==> config.mk <==
export PLATFORM = sky130hd
export DESIGN_NAME = acq_sync_top
export DESIGN_NICKNAME = d
export VERILOG_FILES = /design/src/common/acq_pkg.sv /design/src/rtl/acq_irq_ctrl.sv /design/src/rtl/acq_sync_top.sv /design/src/rtl/acq_trig_edge.sv
export SDC_FILE = /design/constraint.sdc
export NUM_CORES = 1
export LEC_CHECK = 0
export ABC_CLOCK_PERIOD_IN_PS = 6100
export BUFFER_PORTS_ARGS = -buffer_cell sky130_fd_sc_hd__buf_2
export CORE_MARGIN = 5
export CORE_UTILIZATION = 25
export CTS_CLUSTER_DIAMETER = 200
export DETAILED_ROUTE_END_ITERATION = 10
export PLACE_DENSITY = 0.48
export SYNTH_ARGS = -nofsm -noshare
export SYNTH_HDL_FRONTEND = slang
export SYNTH_SLANG_ARGS = --single-unit
==> constraint.sdc <==
create_clock -name clk -period 6.1 [get_ports clk]
set_clock_uncertainty 0.2 [all_clocks]
set_input_delay 1.22 -clock clk [delete_from_list [all_inputs] [get_ports clk]]
set_output_delay 1.22 -clock clk [all_outputs]
set_load 0.005 [all_outputs]
==> src/common/acq_pkg.sv <==
// Constants, register map and carrier types of the acquisition sync block.
// Assumes one 40 MHz clock and a host port with one-cycle strobes.
// Functional notes
// - Trigger edge polarity selectable, negative after reset
// - Active trigger starts exposure and readout
// - Status pin shows readout-idle or shutter, default shutter
// - Readout-idle low only while the array is read
// - Shutter-open high only while the shutter is open
// - Ready high until first exposure begins
// - Free run keeps ready low until halted
// - Frame count done returns ready high
// - Temperature lock output follows the loop lock
package acq_pkg;

  localparam int ADDR_W = 4;
  localparam int DATA_W = 16;
  localparam int EV_W = 4;

  // Register indices
  localparam logic [ADDR_W-1:0] ADDR_CTRL = 4'h0;
  localparam logic [ADDR_W-1:0] ADDR_CMD = 4'h1;
  localparam logic [ADDR_W-1:0] ADDR_FRAMES = 4'h2;
  localparam logic [ADDR_W-1:0] ADDR_EXPO = 4'h3;
  localparam logic [ADDR_W-1:0] ADDR_RDLEN = 4'h4;
  localparam logic [ADDR_W-1:0] ADDR_STATUS = 4'h5;
  localparam logic [ADDR_W-1:0] ADDR_FCOUNT = 4'h6;
  localparam logic [ADDR_W-1:0] ADDR_IRQ_STAT = 4'h7;
  localparam logic [ADDR_W-1:0] ADDR_IRQ_MASK = 4'h8;

  // Field positions
  localparam int CTRL_TRIG_POS = 0;
  localparam int CTRL_SEL_IDLE = 1;
  localparam int CTRL_FREE_RUN = 2;
  localparam int CTRL_TRIG_EN = 3;
  localparam int CMD_START = 0;
  localparam int CMD_HALT = 1;
  localparam int EV_DONE = 0;
  localparam int EV_FRAME = 1;
  localparam int EV_TRIG = 2;
  localparam int EV_LOCK = 3;

  // Values after reset and counts
  localparam logic [DATA_W-1:0] FRAMES_RST = 16'h0001;
  localparam logic [DATA_W-1:0] EXPO_RST = 16'h0010;
  localparam logic [DATA_W-1:0] RDLEN_RST = 16'h0010;
  localparam logic [DATA_W-1:0] CLEAN_CYCLES = 16'h0004;

  typedef enum logic [4:0] {
    ST_IDLE = 5'b00001,
    ST_CLEAN = 5'b00010,
    ST_WAIT_TRIG = 5'b00100,
    ST_EXPOSE = 5'b01000,
    ST_READOUT = 5'b10000
  } acq_state_type;

  typedef struct packed {
    logic [ADDR_W-1:0] addr;
    logic [DATA_W-1:0] wdata;
    logic wr;
    logic rd;
  } acq_bus_req_type;

  typedef struct packed {
    logic trig_en;
    logic free_run;
    logic sel_idle;
    logic trig_pos;
  } acq_cfg_type;

  localparam acq_cfg_type CFG_RST = 4'h0;

endpackage : acq_pkg

==> src/rtl/acq_irq_ctrl.sv <==
// Sticky event status, mask and level interrupt.
// Assumes event pulses and write strobes are one cycle long.
module acq_irq_ctrl
  import acq_pkg::*;
(
  // Clock and reset
  input wire logic clk,
  input wire logic rst,
  // Events and software access
  input wire logic [EV_W-1:0] events,
  input wire logic stat_clr_wr,
  input wire logic mask_wr,
  input wire logic [EV_W-1:0] wdata,
  // Results
  output logic [EV_W-1:0] stat,
  output logic [EV_W-1:0] mask,
  output logic irq
);

  typedef struct packed {
    logic [EV_W-1:0] stat;
    logic [EV_W-1:0] mask;
    logic irq;
  } acq_irq_type;

  acq_irq_type s_reg, s_next;

  always_comb begin
    s_next = s_reg;
    // A new event wins over a clear in the same cycle
    if (stat_clr_wr) begin
      s_next.stat = s_reg.stat & ~wdata;
    end
    s_next.stat = s_next.stat | events;
    if (mask_wr) begin
      s_next.mask = wdata;
    end
    s_next.irq = |(s_next.stat & s_next.mask);
  end

  always_ff @(posedge clk or posedge rst) begin
    if (rst) begin
      s_reg <= '0;
    end else begin
      s_reg <= s_next;
    end
  end

  assign stat = s_reg.stat;
  assign mask = s_reg.mask;
  assign irq = s_reg.irq;

endmodule // acq_irq_ctrl

==> src/rtl/acq_sync_top.sv <==
// Acquisition sequencer with trigger, status, ready and lock outputs.
// Assumes a host port with one-cycle strobes and synchronous pins.
module acq_sync_top
  import acq_pkg::*;
(
  // Clock and reset
  input wire logic clk,
  input wire logic rst,
  // Register port
  input wire acq_bus_req_type bus_req,
  output logic [DATA_W-1:0] rdata,
  // External pins
  input wire logic ext_trig_in,
  input wire logic temp_loop_locked,
  output logic status_out,
  output logic ready_out,
  output logic shutter_open_out,
  output logic readout_idle_flag,
  output logic temp_lock_out,
  // Interrupt
  output logic irq
);

  typedef struct packed {
    acq_state_type st;
    acq_cfg_type cfg;
    logic [DATA_W-1:0] frames_target;
    logic [DATA_W-1:0] expo_len;
    logic [DATA_W-1:0] read_len;
    logic [DATA_W-1:0] frames_done;
    logic [DATA_W-1:0] timer;
    logic [DATA_W-1:0] rdata;
    logic status;
    logic ready;
    logic shutter;
    logic idle;
    logic lock;
  } acq_core_type;

  acq_core_type s_reg, s_next;

  logic trig_pulse;
  logic [EV_W-1:0] events;
  logic [EV_W-1:0] irq_stat;
  logic [EV_W-1:0] irq_mask;
  logic wr_ctrl;
  logic wr_cmd;
  logic start_cmd;
  logic halt_cmd;
  logic last_frame;
  acq_state_type frame_entry;

  acq_trig_edge u_trig (
    .clk(clk),
    .rst(rst),
    .trig_in(ext_trig_in),
    .trig_pos(s_reg.cfg.trig_pos),
    .trig_pulse(trig_pulse)
  );

  acq_irq_ctrl u_irq (
    .clk(clk),
    .rst(rst),
    .events(events),
    .stat_clr_wr(bus_req.wr && bus_req.addr == ADDR_IRQ_STAT),
    .mask_wr(bus_req.wr && bus_req.addr == ADDR_IRQ_MASK),
    .wdata(bus_req.wdata[EV_W-1:0]),
    .stat(irq_stat),
    .mask(irq_mask),
    .irq(irq)
  );

  assign wr_ctrl = bus_req.wr && bus_req.addr == ADDR_CTRL;
  assign wr_cmd = bus_req.wr && bus_req.addr == ADDR_CMD;
  assign start_cmd = wr_cmd && bus_req.wdata[CMD_START];
  assign halt_cmd = wr_cmd && bus_req.wdata[CMD_HALT];
  // A target of zero is taken as one frame
  assign last_frame = !s_reg.cfg.free_run &&
                      (s_reg.frames_done + 16'h0001 >= s_reg.frames_target);
  assign frame_entry = s_reg.cfg.trig_en ? ST_WAIT_TRIG : ST_EXPOSE;

  always_comb begin
    s_next = s_reg;
    events = '0;
    // Configuration only changes on its own write
    if (wr_ctrl) begin
      s_next.cfg = bus_req.wdata[3:0];
    end
    if (bus_req.wr) begin
      case (bus_req.addr)
        ADDR_FRAMES: s_next.frames_target = bus_req.wdata;
        ADDR_EXPO: s_next.expo_len = bus_req.wdata;
        ADDR_RDLEN: s_next.read_len = bus_req.wdata;
        default: ;
      endcase
    end

    case (s_reg.st)
      ST_IDLE: begin
        if (start_cmd) begin
          s_next.st = ST_CLEAN;
          s_next.timer = CLEAN_CYCLES - 16'h0001;
          s_next.frames_done = '0;
        end
      end
      ST_CLEAN: begin
        if (s_reg.timer == '0) begin
          s_next.st = frame_entry;
          s_next.timer = s_reg.expo_len;
        end else begin
          s_next.timer = s_reg.timer - 16'h0001;
        end
      end
      ST_WAIT_TRIG: begin
        if (trig_pulse) begin
          s_next.st = ST_EXPOSE;
          s_next.timer = s_reg.expo_len;
          events[EV_TRIG] = 1'b1;
        end
      end
      ST_EXPOSE: begin
        if (s_reg.timer == '0) begin
          s_next.st = ST_READOUT;
          s_next.timer = s_reg.read_len;
        end else begin
          s_next.timer = s_reg.timer - 16'h0001;
        end
      end
      ST_READOUT: begin
        if (s_reg.timer == '0) begin
          s_next.frames_done = s_reg.frames_done + 16'h0001;
          events[EV_FRAME] = 1'b1;
          if (last_frame) begin
            s_next.st = ST_IDLE;
            events[EV_DONE] = 1'b1;
          end else begin
            s_next.st = frame_entry;
            s_next.timer = s_reg.expo_len;
          end
        end else begin
          s_next.timer = s_reg.timer - 16'h0001;
        end
      end
      default: s_next.st = ST_IDLE;
    endcase

    // Halt aborts any frame, even mid readout
    if (halt_cmd) begin
      s_next.st = ST_IDLE;
    end

    // Ready falls at first exposure and rises only back in idle
    if (s_next.st == ST_IDLE) begin
      s_next.ready = 1'b1;
    end else if (s_next.st == ST_EXPOSE) begin
      s_next.ready = 1'b0;
    end
    s_next.shutter = s_next.st == ST_EXPOSE;
    s_next.idle = s_next.st != ST_READOUT;
    s_next.status = s_next.cfg.sel_idle ? s_next.idle
                                        : s_next.shutter;
    s_next.lock = temp_loop_locked;
    events[EV_LOCK] = temp_loop_locked && !s_reg.lock;

    s_next.rdata = '0;
    if (bus_req.rd) begin
      case (bus_req.addr)
        ADDR_CTRL: s_next.rdata = {12'h000, s_reg.cfg};
        ADDR_FRAMES: s_next.rdata = s_reg.frames_target;
        ADDR_EXPO: s_next.rdata = s_reg.expo_len;
        ADDR_RDLEN: s_next.rdata = s_reg.read_len;
        ADDR_STATUS: s_next.rdata = {11'h000, s_reg.st != ST_IDLE,
                                     s_reg.lock, s_reg.shutter,
                                     s_reg.idle, s_reg.ready};
        ADDR_FCOUNT: s_next.rdata = s_reg.frames_done;
        ADDR_IRQ_STAT: s_next.rdata = {12'h000, irq_stat};
        ADDR_IRQ_MASK: s_next.rdata = {12'h000, irq_mask};
        default: s_next.rdata = '0;
      endcase
    end
  end

  always_ff @(posedge clk or posedge rst) begin
    if (rst) begin
      s_reg.st <= ST_IDLE;
      s_reg.cfg <= CFG_RST;
      s_reg.frames_target <= FRAMES_RST;
      s_reg.expo_len <= EXPO_RST;
      s_reg.read_len <= RDLEN_RST;
      s_reg.frames_done <= '0;
      s_reg.timer <= '0;
      s_reg.rdata <= '0;
      s_reg.status <= 1'b0;
      s_reg.ready <= 1'b1;
      s_reg.shutter <= 1'b0;
      s_reg.idle <= 1'b1;
      s_reg.lock <= 1'b0;
    end else begin
      s_reg <= s_next;
    end
  end

  assign rdata = s_reg.rdata;
  assign status_out = s_reg.status;
  assign ready_out = s_reg.ready;
  assign shutter_open_out = s_reg.shutter;
  assign readout_idle_flag = s_reg.idle;
  assign temp_lock_out = s_reg.lock;

  property p_trig_start;
    @(posedge clk) disable iff (rst)
    (s_reg.st == ST_WAIT_TRIG && trig_pulse && !halt_cmd)
      |=> shutter_open_out && !ready_out;
  endproperty
  a_trig_start: assert property (p_trig_start)
    else $error("trigger did not start exposure");

  property p_status_sel;
    @(posedge clk) disable iff (rst)
    ##1 status_out == (s_reg.cfg.sel_idle ? readout_idle_flag
                                          : shutter_open_out);
  endproperty
  a_status_sel: assert property (p_status_sel)
    else $error("status pin shows wrong source");

  property p_idle_flag;
    @(posedge clk) disable iff (rst)
    (s_reg.st == ST_EXPOSE && s_reg.timer == '0 && !halt_cmd)
      |=> !readout_idle_flag ##1
          (!readout_idle_flag || s_reg.read_len == '0 || $past(halt_cmd));
  endproperty
  a_idle_flag: assert property (p_idle_flag)
    else $error("readout idle flag not low during readout");

  property p_shutter;
    @(posedge clk) disable iff (rst)
    shutter_open_out |-> s_reg.st == ST_EXPOSE && readout_idle_flag;
  endproperty
  a_shutter: assert property (p_shutter)
    else $error("shutter open outside exposure");

  property p_ready_clean;
    @(posedge clk) disable iff (rst)
    (s_reg.st == ST_IDLE && start_cmd && !halt_cmd)
      |=> ready_out [*4];
  endproperty
  a_ready_clean: assert property (p_ready_clean)
    else $error("ready fell during cleaning");

  property p_free_run;
    @(posedge clk) disable iff (rst)
    (s_reg.cfg.free_run && !wr_ctrl && !halt_cmd &&
     s_reg.st == ST_READOUT) |=> !ready_out;
  endproperty
  a_free_run: assert property (p_free_run)
    else $error("ready rose in free run");

  property p_count_done;
    @(posedge clk) disable iff (rst)
    (s_reg.st == ST_READOUT && s_reg.timer == '0 && last_frame)
      |=> ready_out && irq_stat[EV_DONE];
  endproperty
  a_count_done: assert property (p_count_done)
    else $error("ready not high after last frame");

  property p_lock;
    @(posedge clk) disable iff (rst)
    $rose(temp_loop_locked) |=> temp_lock_out && irq_stat[EV_LOCK];
  endproperty
  a_lock: assert property (p_lock)
    else $error("temperature lock not reported");

  property p_cfg_hold;
    @(posedge clk) disable iff (rst)
    !wr_ctrl |=> $stable(s_reg.cfg);
  endproperty
  a_cfg_hold: assert property (p_cfg_hold)
    else $error("configuration changed without a write");

  property p_halt;
    @(posedge clk) disable iff (rst)
    halt_cmd |=> ready_out && !shutter_open_out && readout_idle_flag;
  endproperty
  a_halt: assert property (p_halt)
    else $error("halt did not return to idle");

  property p_wait_trig;
    @(posedge clk) disable iff (rst)
    (s_reg.st == ST_WAIT_TRIG && !trig_pulse && !halt_cmd)
      |=> s_reg.st == ST_WAIT_TRIG && !shutter_open_out;
  endproperty
  a_wait_trig: assert property (p_wait_trig)
    else $error("exposure began without a trigger");

  property p_expose_ready;
    @(posedge clk) disable iff (rst)
    shutter_open_out |-> !ready_out;
  endproperty
  a_expose_ready: assert property (p_expose_ready)
    else $error("ready high during exposure");

  property p_lock_follow;
    @(posedge clk) disable iff (rst)
    temp_loop_locked |=> temp_lock_out;
  endproperty
  a_lock_follow: assert property (p_lock_follow)
    else $error("lock output missed a locked loop");

endmodule // acq_sync_top

==> src/rtl/acq_trig_edge.sv <==
// Edge detector for the external trigger input.
// Assumes the trigger level is already synchronous to clk.
module acq_trig_edge
  import acq_pkg::*;
(
  // Clock and reset
  input wire logic clk,
  input wire logic rst,
  // Trigger
  input wire logic trig_in,
  input wire logic trig_pos,
  output logic trig_pulse
);

  typedef struct packed {
    logic last;
    logic pulse;
  } acq_edge_type;

  acq_edge_type s_reg, s_next;

  always_comb begin
    s_next = s_reg;
    s_next.last = trig_in;
    s_next.pulse = trig_pos ? (trig_in && !s_reg.last)
                            : (!trig_in && s_reg.last);
  end

  always_ff @(posedge clk or posedge rst) begin
    if (rst) begin
      s_reg <= '{last: 1'b1, pulse: 1'b0};
    end else begin
      s_reg <= s_next;
    end
  end

  assign trig_pulse = s_reg.pulse;

  property p_edge_pol;
    @(posedge clk) disable iff (rst)
    (!trig_pos && $fell(trig_in)) |=> trig_pulse;
  endproperty
  a_edge_pol: assert property (p_edge_pol)
    else $error("negative trigger edge not detected");

  property p_edge_pos;
    @(posedge clk) disable iff (rst)
    (trig_pos && $rose(trig_in)) |=> trig_pulse;
  endproperty
  a_edge_pos: assert property (p_edge_pos)
    else $error("positive trigger edge not detected");

endmodule // acq_trig_edge

# Word level (Yosys, flattened, before mapping)
# Index checks and enable logic that the tools add are counted.
[word_totals]
register_bits = 121
input_bits = 26
output_inout_bits = 22
word_cells = 106
[classes]
addsub = 2
n_lt_le_gt_ge = 1
n_eq_ne = 21
mux = 32
bitwise_logic = 4
reduce_logical = 25
[ops]
columns = ["cell", "n"]
rows = [
  ["16-bit case mux with 8 select lines", 1],
  ["16-bit two-way mux", 7],
  ["16-bit case mux with 5 select lines", 1],
  ["32-bit two-way mux", 1],
  ["16-bit case mux with 2 select lines", 1],
  ["5-bit two-way mux", 6],
  ["5-bit case mux with 5 select lines", 1],
  ["16-bit by 1-bit adder with 16-bit output (second input constant)", 1],
  ["4-bit by 3-bit == test with 1-bit output (second input constant)", 4],
  ["16-bit >= comparator", 1],
  ["16-bit logical NOT", 1],
  ["4-bit two-way mux", 4],
  ["16-bit by 1-bit subtractor with 16-bit output (second input constant)", 1],
  ["5-bit by 1-bit == test with 1-bit output (second input constant)", 2],
  ["5-bit by 4-bit == test with 1-bit output (second input constant)", 2],
  ["1-bit logical AND", 10],
  ["4-bit bitwise AND", 2],
  ["4-bit by 2-bit == test with 1-bit output (second input constant)", 2],
  ["1-bit two-way mux", 7],
  ["2-bit two-way mux", 3],
  ["2-bit AND reduction", 3],
  ["5-bit by 2-bit == test with 1-bit output (second input constant)", 1],
  ["5-bit by 3-bit == test with 1-bit output (second input constant)", 1],
  ["5-bit == test (second input constant)", 1],
  ["16 further kinds", 21],
]

# Depth between registers and ports, before layout
[depth]
word_depth = 10
ltp_mapped = 13
ltp_nobuf = 12

# Modules after synthesis
# Synthesis repeated with hierarchy kept, for this count alone.
[hier_totals]
hier_cells = 689
area_unflattened_um2 = 6880.3
[modules_own_cells]
columns = ["module", "instances", "cells_each", "area_per_inst_um2", "seq_area_each_um2"]
rows = [
  ["acq_sync_top", 1, 656, 6436.2, 2760.1],
  ["acq_irq_ctrl", 1, 27, 366.6, 225.2],
  ["acq_trig_edge", 1, 6, 77.6, 51.3],
]

# Least setup slack after synthesis
# OpenSTA, ideal clock, no wires.
[synth_timing]
kind = "register -> register"
start = "register s_reg[37] (netlist bit)"
end = "register s_reg[27] (netlist bit)"
setup_ps = 125
t_arrival_ps = 3218
required_time_ps = 5775
setup_slack_ps = 2558
path_stages_with_launch = 14
n_path_buf = 1
synth_period_minus_slack_ps = 3542
path_cell_list = "dfrtp_1 and3_1 and4_1 and3_1 clkbuf_1 nand3_1 xnor2_1 ha_1 and4_1 a21oi_1 o221ai_1 o311a_1 nor2_2 mux2_2"
[synth_via]
elab_chain_len = 5
[synth_rtl]
columns = ["element", "line_no", "rtl"]
rows = [
  ["from (decl)", "acq_sync_top.sv:40", "acq_core_type s_reg, s_next;"],
  ["from (signal assigned)", "acq_sync_top.sv:199", "s_reg <= s_next;"],
  ["16-bit by 1-bit adder with 16-bit output", "acq_sync_top.sv:79", "(s_reg.frames_done + 16'h0001 >= s_reg.frames_target);"],
  ["16-bit >= comparator", "acq_sync_top.sv:79", ""],
  ["1-bit logical AND", "acq_sync_top.sv:78", "assign last_frame = !s_reg.cfg.free_run &&"],
  ["3-bit != test (no line)", "n/a", ""],
  ["4-bit AND reduction (no line)", "n/a", ""],
]
# Every way passes these cells.
# A chain may end at the register's enable or synchronous reset.

# Final worst setup path
[layout_timing]
start = "register s_reg[41] (netlist bit)"
end = "register s_reg[31] (netlist bit)"
# The elaborated chain is that of the path after synthesis.

==> run metrics <==
Crit-path slowest cell o311a_1; Setup CP Type flop to flop; Top FF cell, synth dfrtp_1; WL/cell 19.36 um; final total power between 2000 and 3000 uW; DRC 0; CP max stage delay approximately 0.52 ns; core footprint 26880 um^2; Clock Sinks about 120; Worst-Skew Late Latency 0.42 ns; root buffer cell clkbuf_16; Die H 175.1 um; Fin. Hold Viols 0; vias in the first global route 5430; Max Cap Viol 0; final WL a little over 20000 um; Rel. slew slack approximately 37%; r2r startpoint s_reg[41]; NetSw 840.7 uW; Worst setup SP type flop; area occupied by multi-input gates 3428 um^2; FF-to-FF End s_reg[31]; synth unique cells 72; Post-DP Area between 7000 and 8000 um^2; H-tree Lvls 4; Clk pwr share 37.9%; max frequency 0.2484 GHz; P&R area growth vs syn 15.67%; Reg clk slew, reported paths 0.06 ns; Pwr Density 333.1 nW/um^2; Post-Syn Area just under 7000 um^2; crit path max fanout 7; hold-critical path depth 2; Tot GR Track Use 13.44%; Critical Path, Cell by Cell and3_1, and4_1, and3_1, nand3_1, xnor2_1, ha_1, and4_1, a21oi_1, o221ai_1, o311a_1, nor2_2, mux2_2; ANT nets after route 0; CP startpoint s_reg[41]; asr flop ratio synth 100.0%; Peak VDD IR around 0.20 mV; FF+latch area 3037 um^2; first-pass GRT wire length about 32000 um; Logic pwr share 19.7%; Hold Crit Class flop to flop; postcts setup bufs 0; FF-to-FF setup slack 2.07 ns; vias per cell 5.035; CTS Buf Count 17; Final setup viols 0; pre-CTS setup slack about 2.0 ns; hold-fix buffers at CTS 0; fin crit period 4.026 ns; port bufs 47; CP endpoint kind flop; 1st-pass router iterations 5; largest net degree at the start of global routing 76; RSZ-0062 raised after global routing no; Fill cells 2805; yosys warns 0; Syn Nets approximately 700; Max Slew Vio Count 0; number of flip-flops under the largest register name 89; DR iter-0 viols 348; worst slew pin tran 0.9490 ns; Die Wd 175.1 um; number of synthesized flops with an enable pin 0; Critical Path AT 4.13 ns; Initial Util between 20% and 30%; switch share 32.04%; setup TNS 0 ns; clock buffer depth 2; post-synthesis cell count 670; Flop pwr share between 40 and 50%; via count 5297; share of post-route cells with drive strength above 1 between 20% and 30%; sequential fraction of the synthesis area 44.59%; RD Place Congestion 0.8499; Min-Delay Startpoint u_irq.stat[3]; Final Cycle Share 66.00%; Site Rows 60; Die Area 30640 um^2; Mapped Avg Cell Area about 10 um^2; status finished, final reports clean; setup ws final 2.074 ns; GR Overflow Total 0; post-cts sizing count 0; CTS tree yes; register bit total from synthesis about 120; NumNets Final 741; Post-DP HPWL about 15000 um; Hold Path Sink u_irq.stat[3]; final hold slack 0.3186 ns; Req. time, crit path between 6 and 7 ns; # IOs 48; initial antenna violation count 0; Internal Power 1783 uW; Leakage 0.003409 uW; worst r2r path cells 12; Final Cell Area 7878 um^2
## power by group through the flow
stage | registers (uW) | logic, uW | clock network, uW
detailed placement | 1120 | 520 | 0
global placement | 1120 | 517 | 0
global route | 1130 | 579 | 1060
floorplan | 1050 | 402 | 0
finish | 1110 | 518 | 995
CTS | 1110 | 523 | 1020
## area by class of cell
class | instances | area share, %
Sequential cell | 121 | 38.55
Multi-Input combinational cell | 474 | 43.52
Clock buffer | 19 | 5.496
Antenna cell | 1 | 0.03177
Tap cell | 341 | 5.416
Timing Repair Buffer | 55 | 3.748
Inverter | 28 | 1.366
Clock inverter | 13 | 1.874
## worst max path at each step
stage	to	slack (ns)	depth (start not counted)
after floorplan	rdata[0]	1.48	1
final	s_reg[31]	2.07	12
after global routing	s_reg[31]	1.85	12
after detailed placement	s_reg[66]	1.98	5
after CTS	s_reg[31]	2.08	12
after global placement	s_reg[65]	2.02	5
## metrics by stage
| stage | instances | util [%] |
|---|---|---|
| after floorplan | 670 | - |
| after global placement | 1019 | 27.14 |
| after detailed placement | 1019 | 27.14 |
| after CTS | 1051 | 29.30 |
| after global routing | 1051 | 29.30 |
| final | 1052 | 29.31 |
## Yosys cell counts (all sizes together), types with 3 or more instances
master | n | area [um^2]
a21boi | 4 | 30.03
a21o | 7 | 52.55
a21oi | 37 | 185.2
a221oi | 9 | 97.59
a22o | 3 | 26.28
a22oi | 27 | 202.7
a31oi | 7 | 43.79
a32oi | 7 | 61.31
and2 | 8 | 50.05
and3 | 11 | 68.82
and4 | 7 | 61.31
buf | 19 | 140.1
clkbuf | 28 | 106.4
dfrtp | 114 | 2853
dfstp | 7 | 183.9
ha | 18 | 225.2
inv | 28 | 105.1
mux2 | 64 | 720.7
mux2i | 5 | 50.05
nand2 | 54 | 202.7
nand2b | 4 | 25.02
nand3 | 26 | 130.1
nand3b | 6 | 45.04
nand4 | 6 | 37.54
nor2 | 39 | 148.9
nor2b | 6 | 37.54
nor3 | 8 | 45.04
nor3b | 4 | 40.03
nor4 | 5 | 46.29
o21ai | 24 | 120.1
o2bb2ai | 4 | 35.03
o31ai | 12 | 103.9
or2 | 3 | 18.77
or3 | 3 | 18.77
or4 | 4 | 37.53
xnor2 | 14 | 122.6
xor2 | 8 | 70.07
## metal layers
metal  up-vias  share of wire, %  GRT usage (%)
met4         0               1.6          4.321
met2       120                49          22.41
met3        26               3.8          2.899
li1       2515                 -              -
met5         -                 0              0
met1      2636                46          17.42
## kinds of logic (layout without fill, tap and decap cells)
| family | Yosys count | after routing | share of synthesized area [%] |
|---|---|---|---|
| compound gates | 165 | 165 | 17.14 |
| xor+xnor | 22 | 22 | 2.829 |
| fa+ha+maj | 18 | 18 | 3.307 |
| buf+inv | 75 | 115 | 5.162 |
| flops | 121 | 121 | 44.59 |
| mux | 69 | 69 | 11.32 |
| other cells | 0 | 1 | 0 |
| simple gates | 200 | 200 | 15.65 |
## worst max-delay path, delay by kind of cell, from the launching register on
kind,cells,cell delay (ns)
compound gates,3,0.88
xor+xnor,1,0.16
fa+ha+maj,1,0.28
flops,1,0.45
mux,1,0.38
simple gates,6,1.55
## cell usage in the layout (no fill, tap or decap), types with 8 or more instances in the layout
master	instances
a22oi_1	27
ha_1	18
nor2_1	38
inv_1	27
clkbuf_16	17
a21oi_1	37
o31ai_1	11
dfrtp_1	114
and3_1	11
o21ai_0	20
buf_4	8
buf_2	47
xor2_1	8
nand2_1	54
nand3_1	26
mux2_2	64
xnor2_1	14
Power figures use the tool's default switching activity.
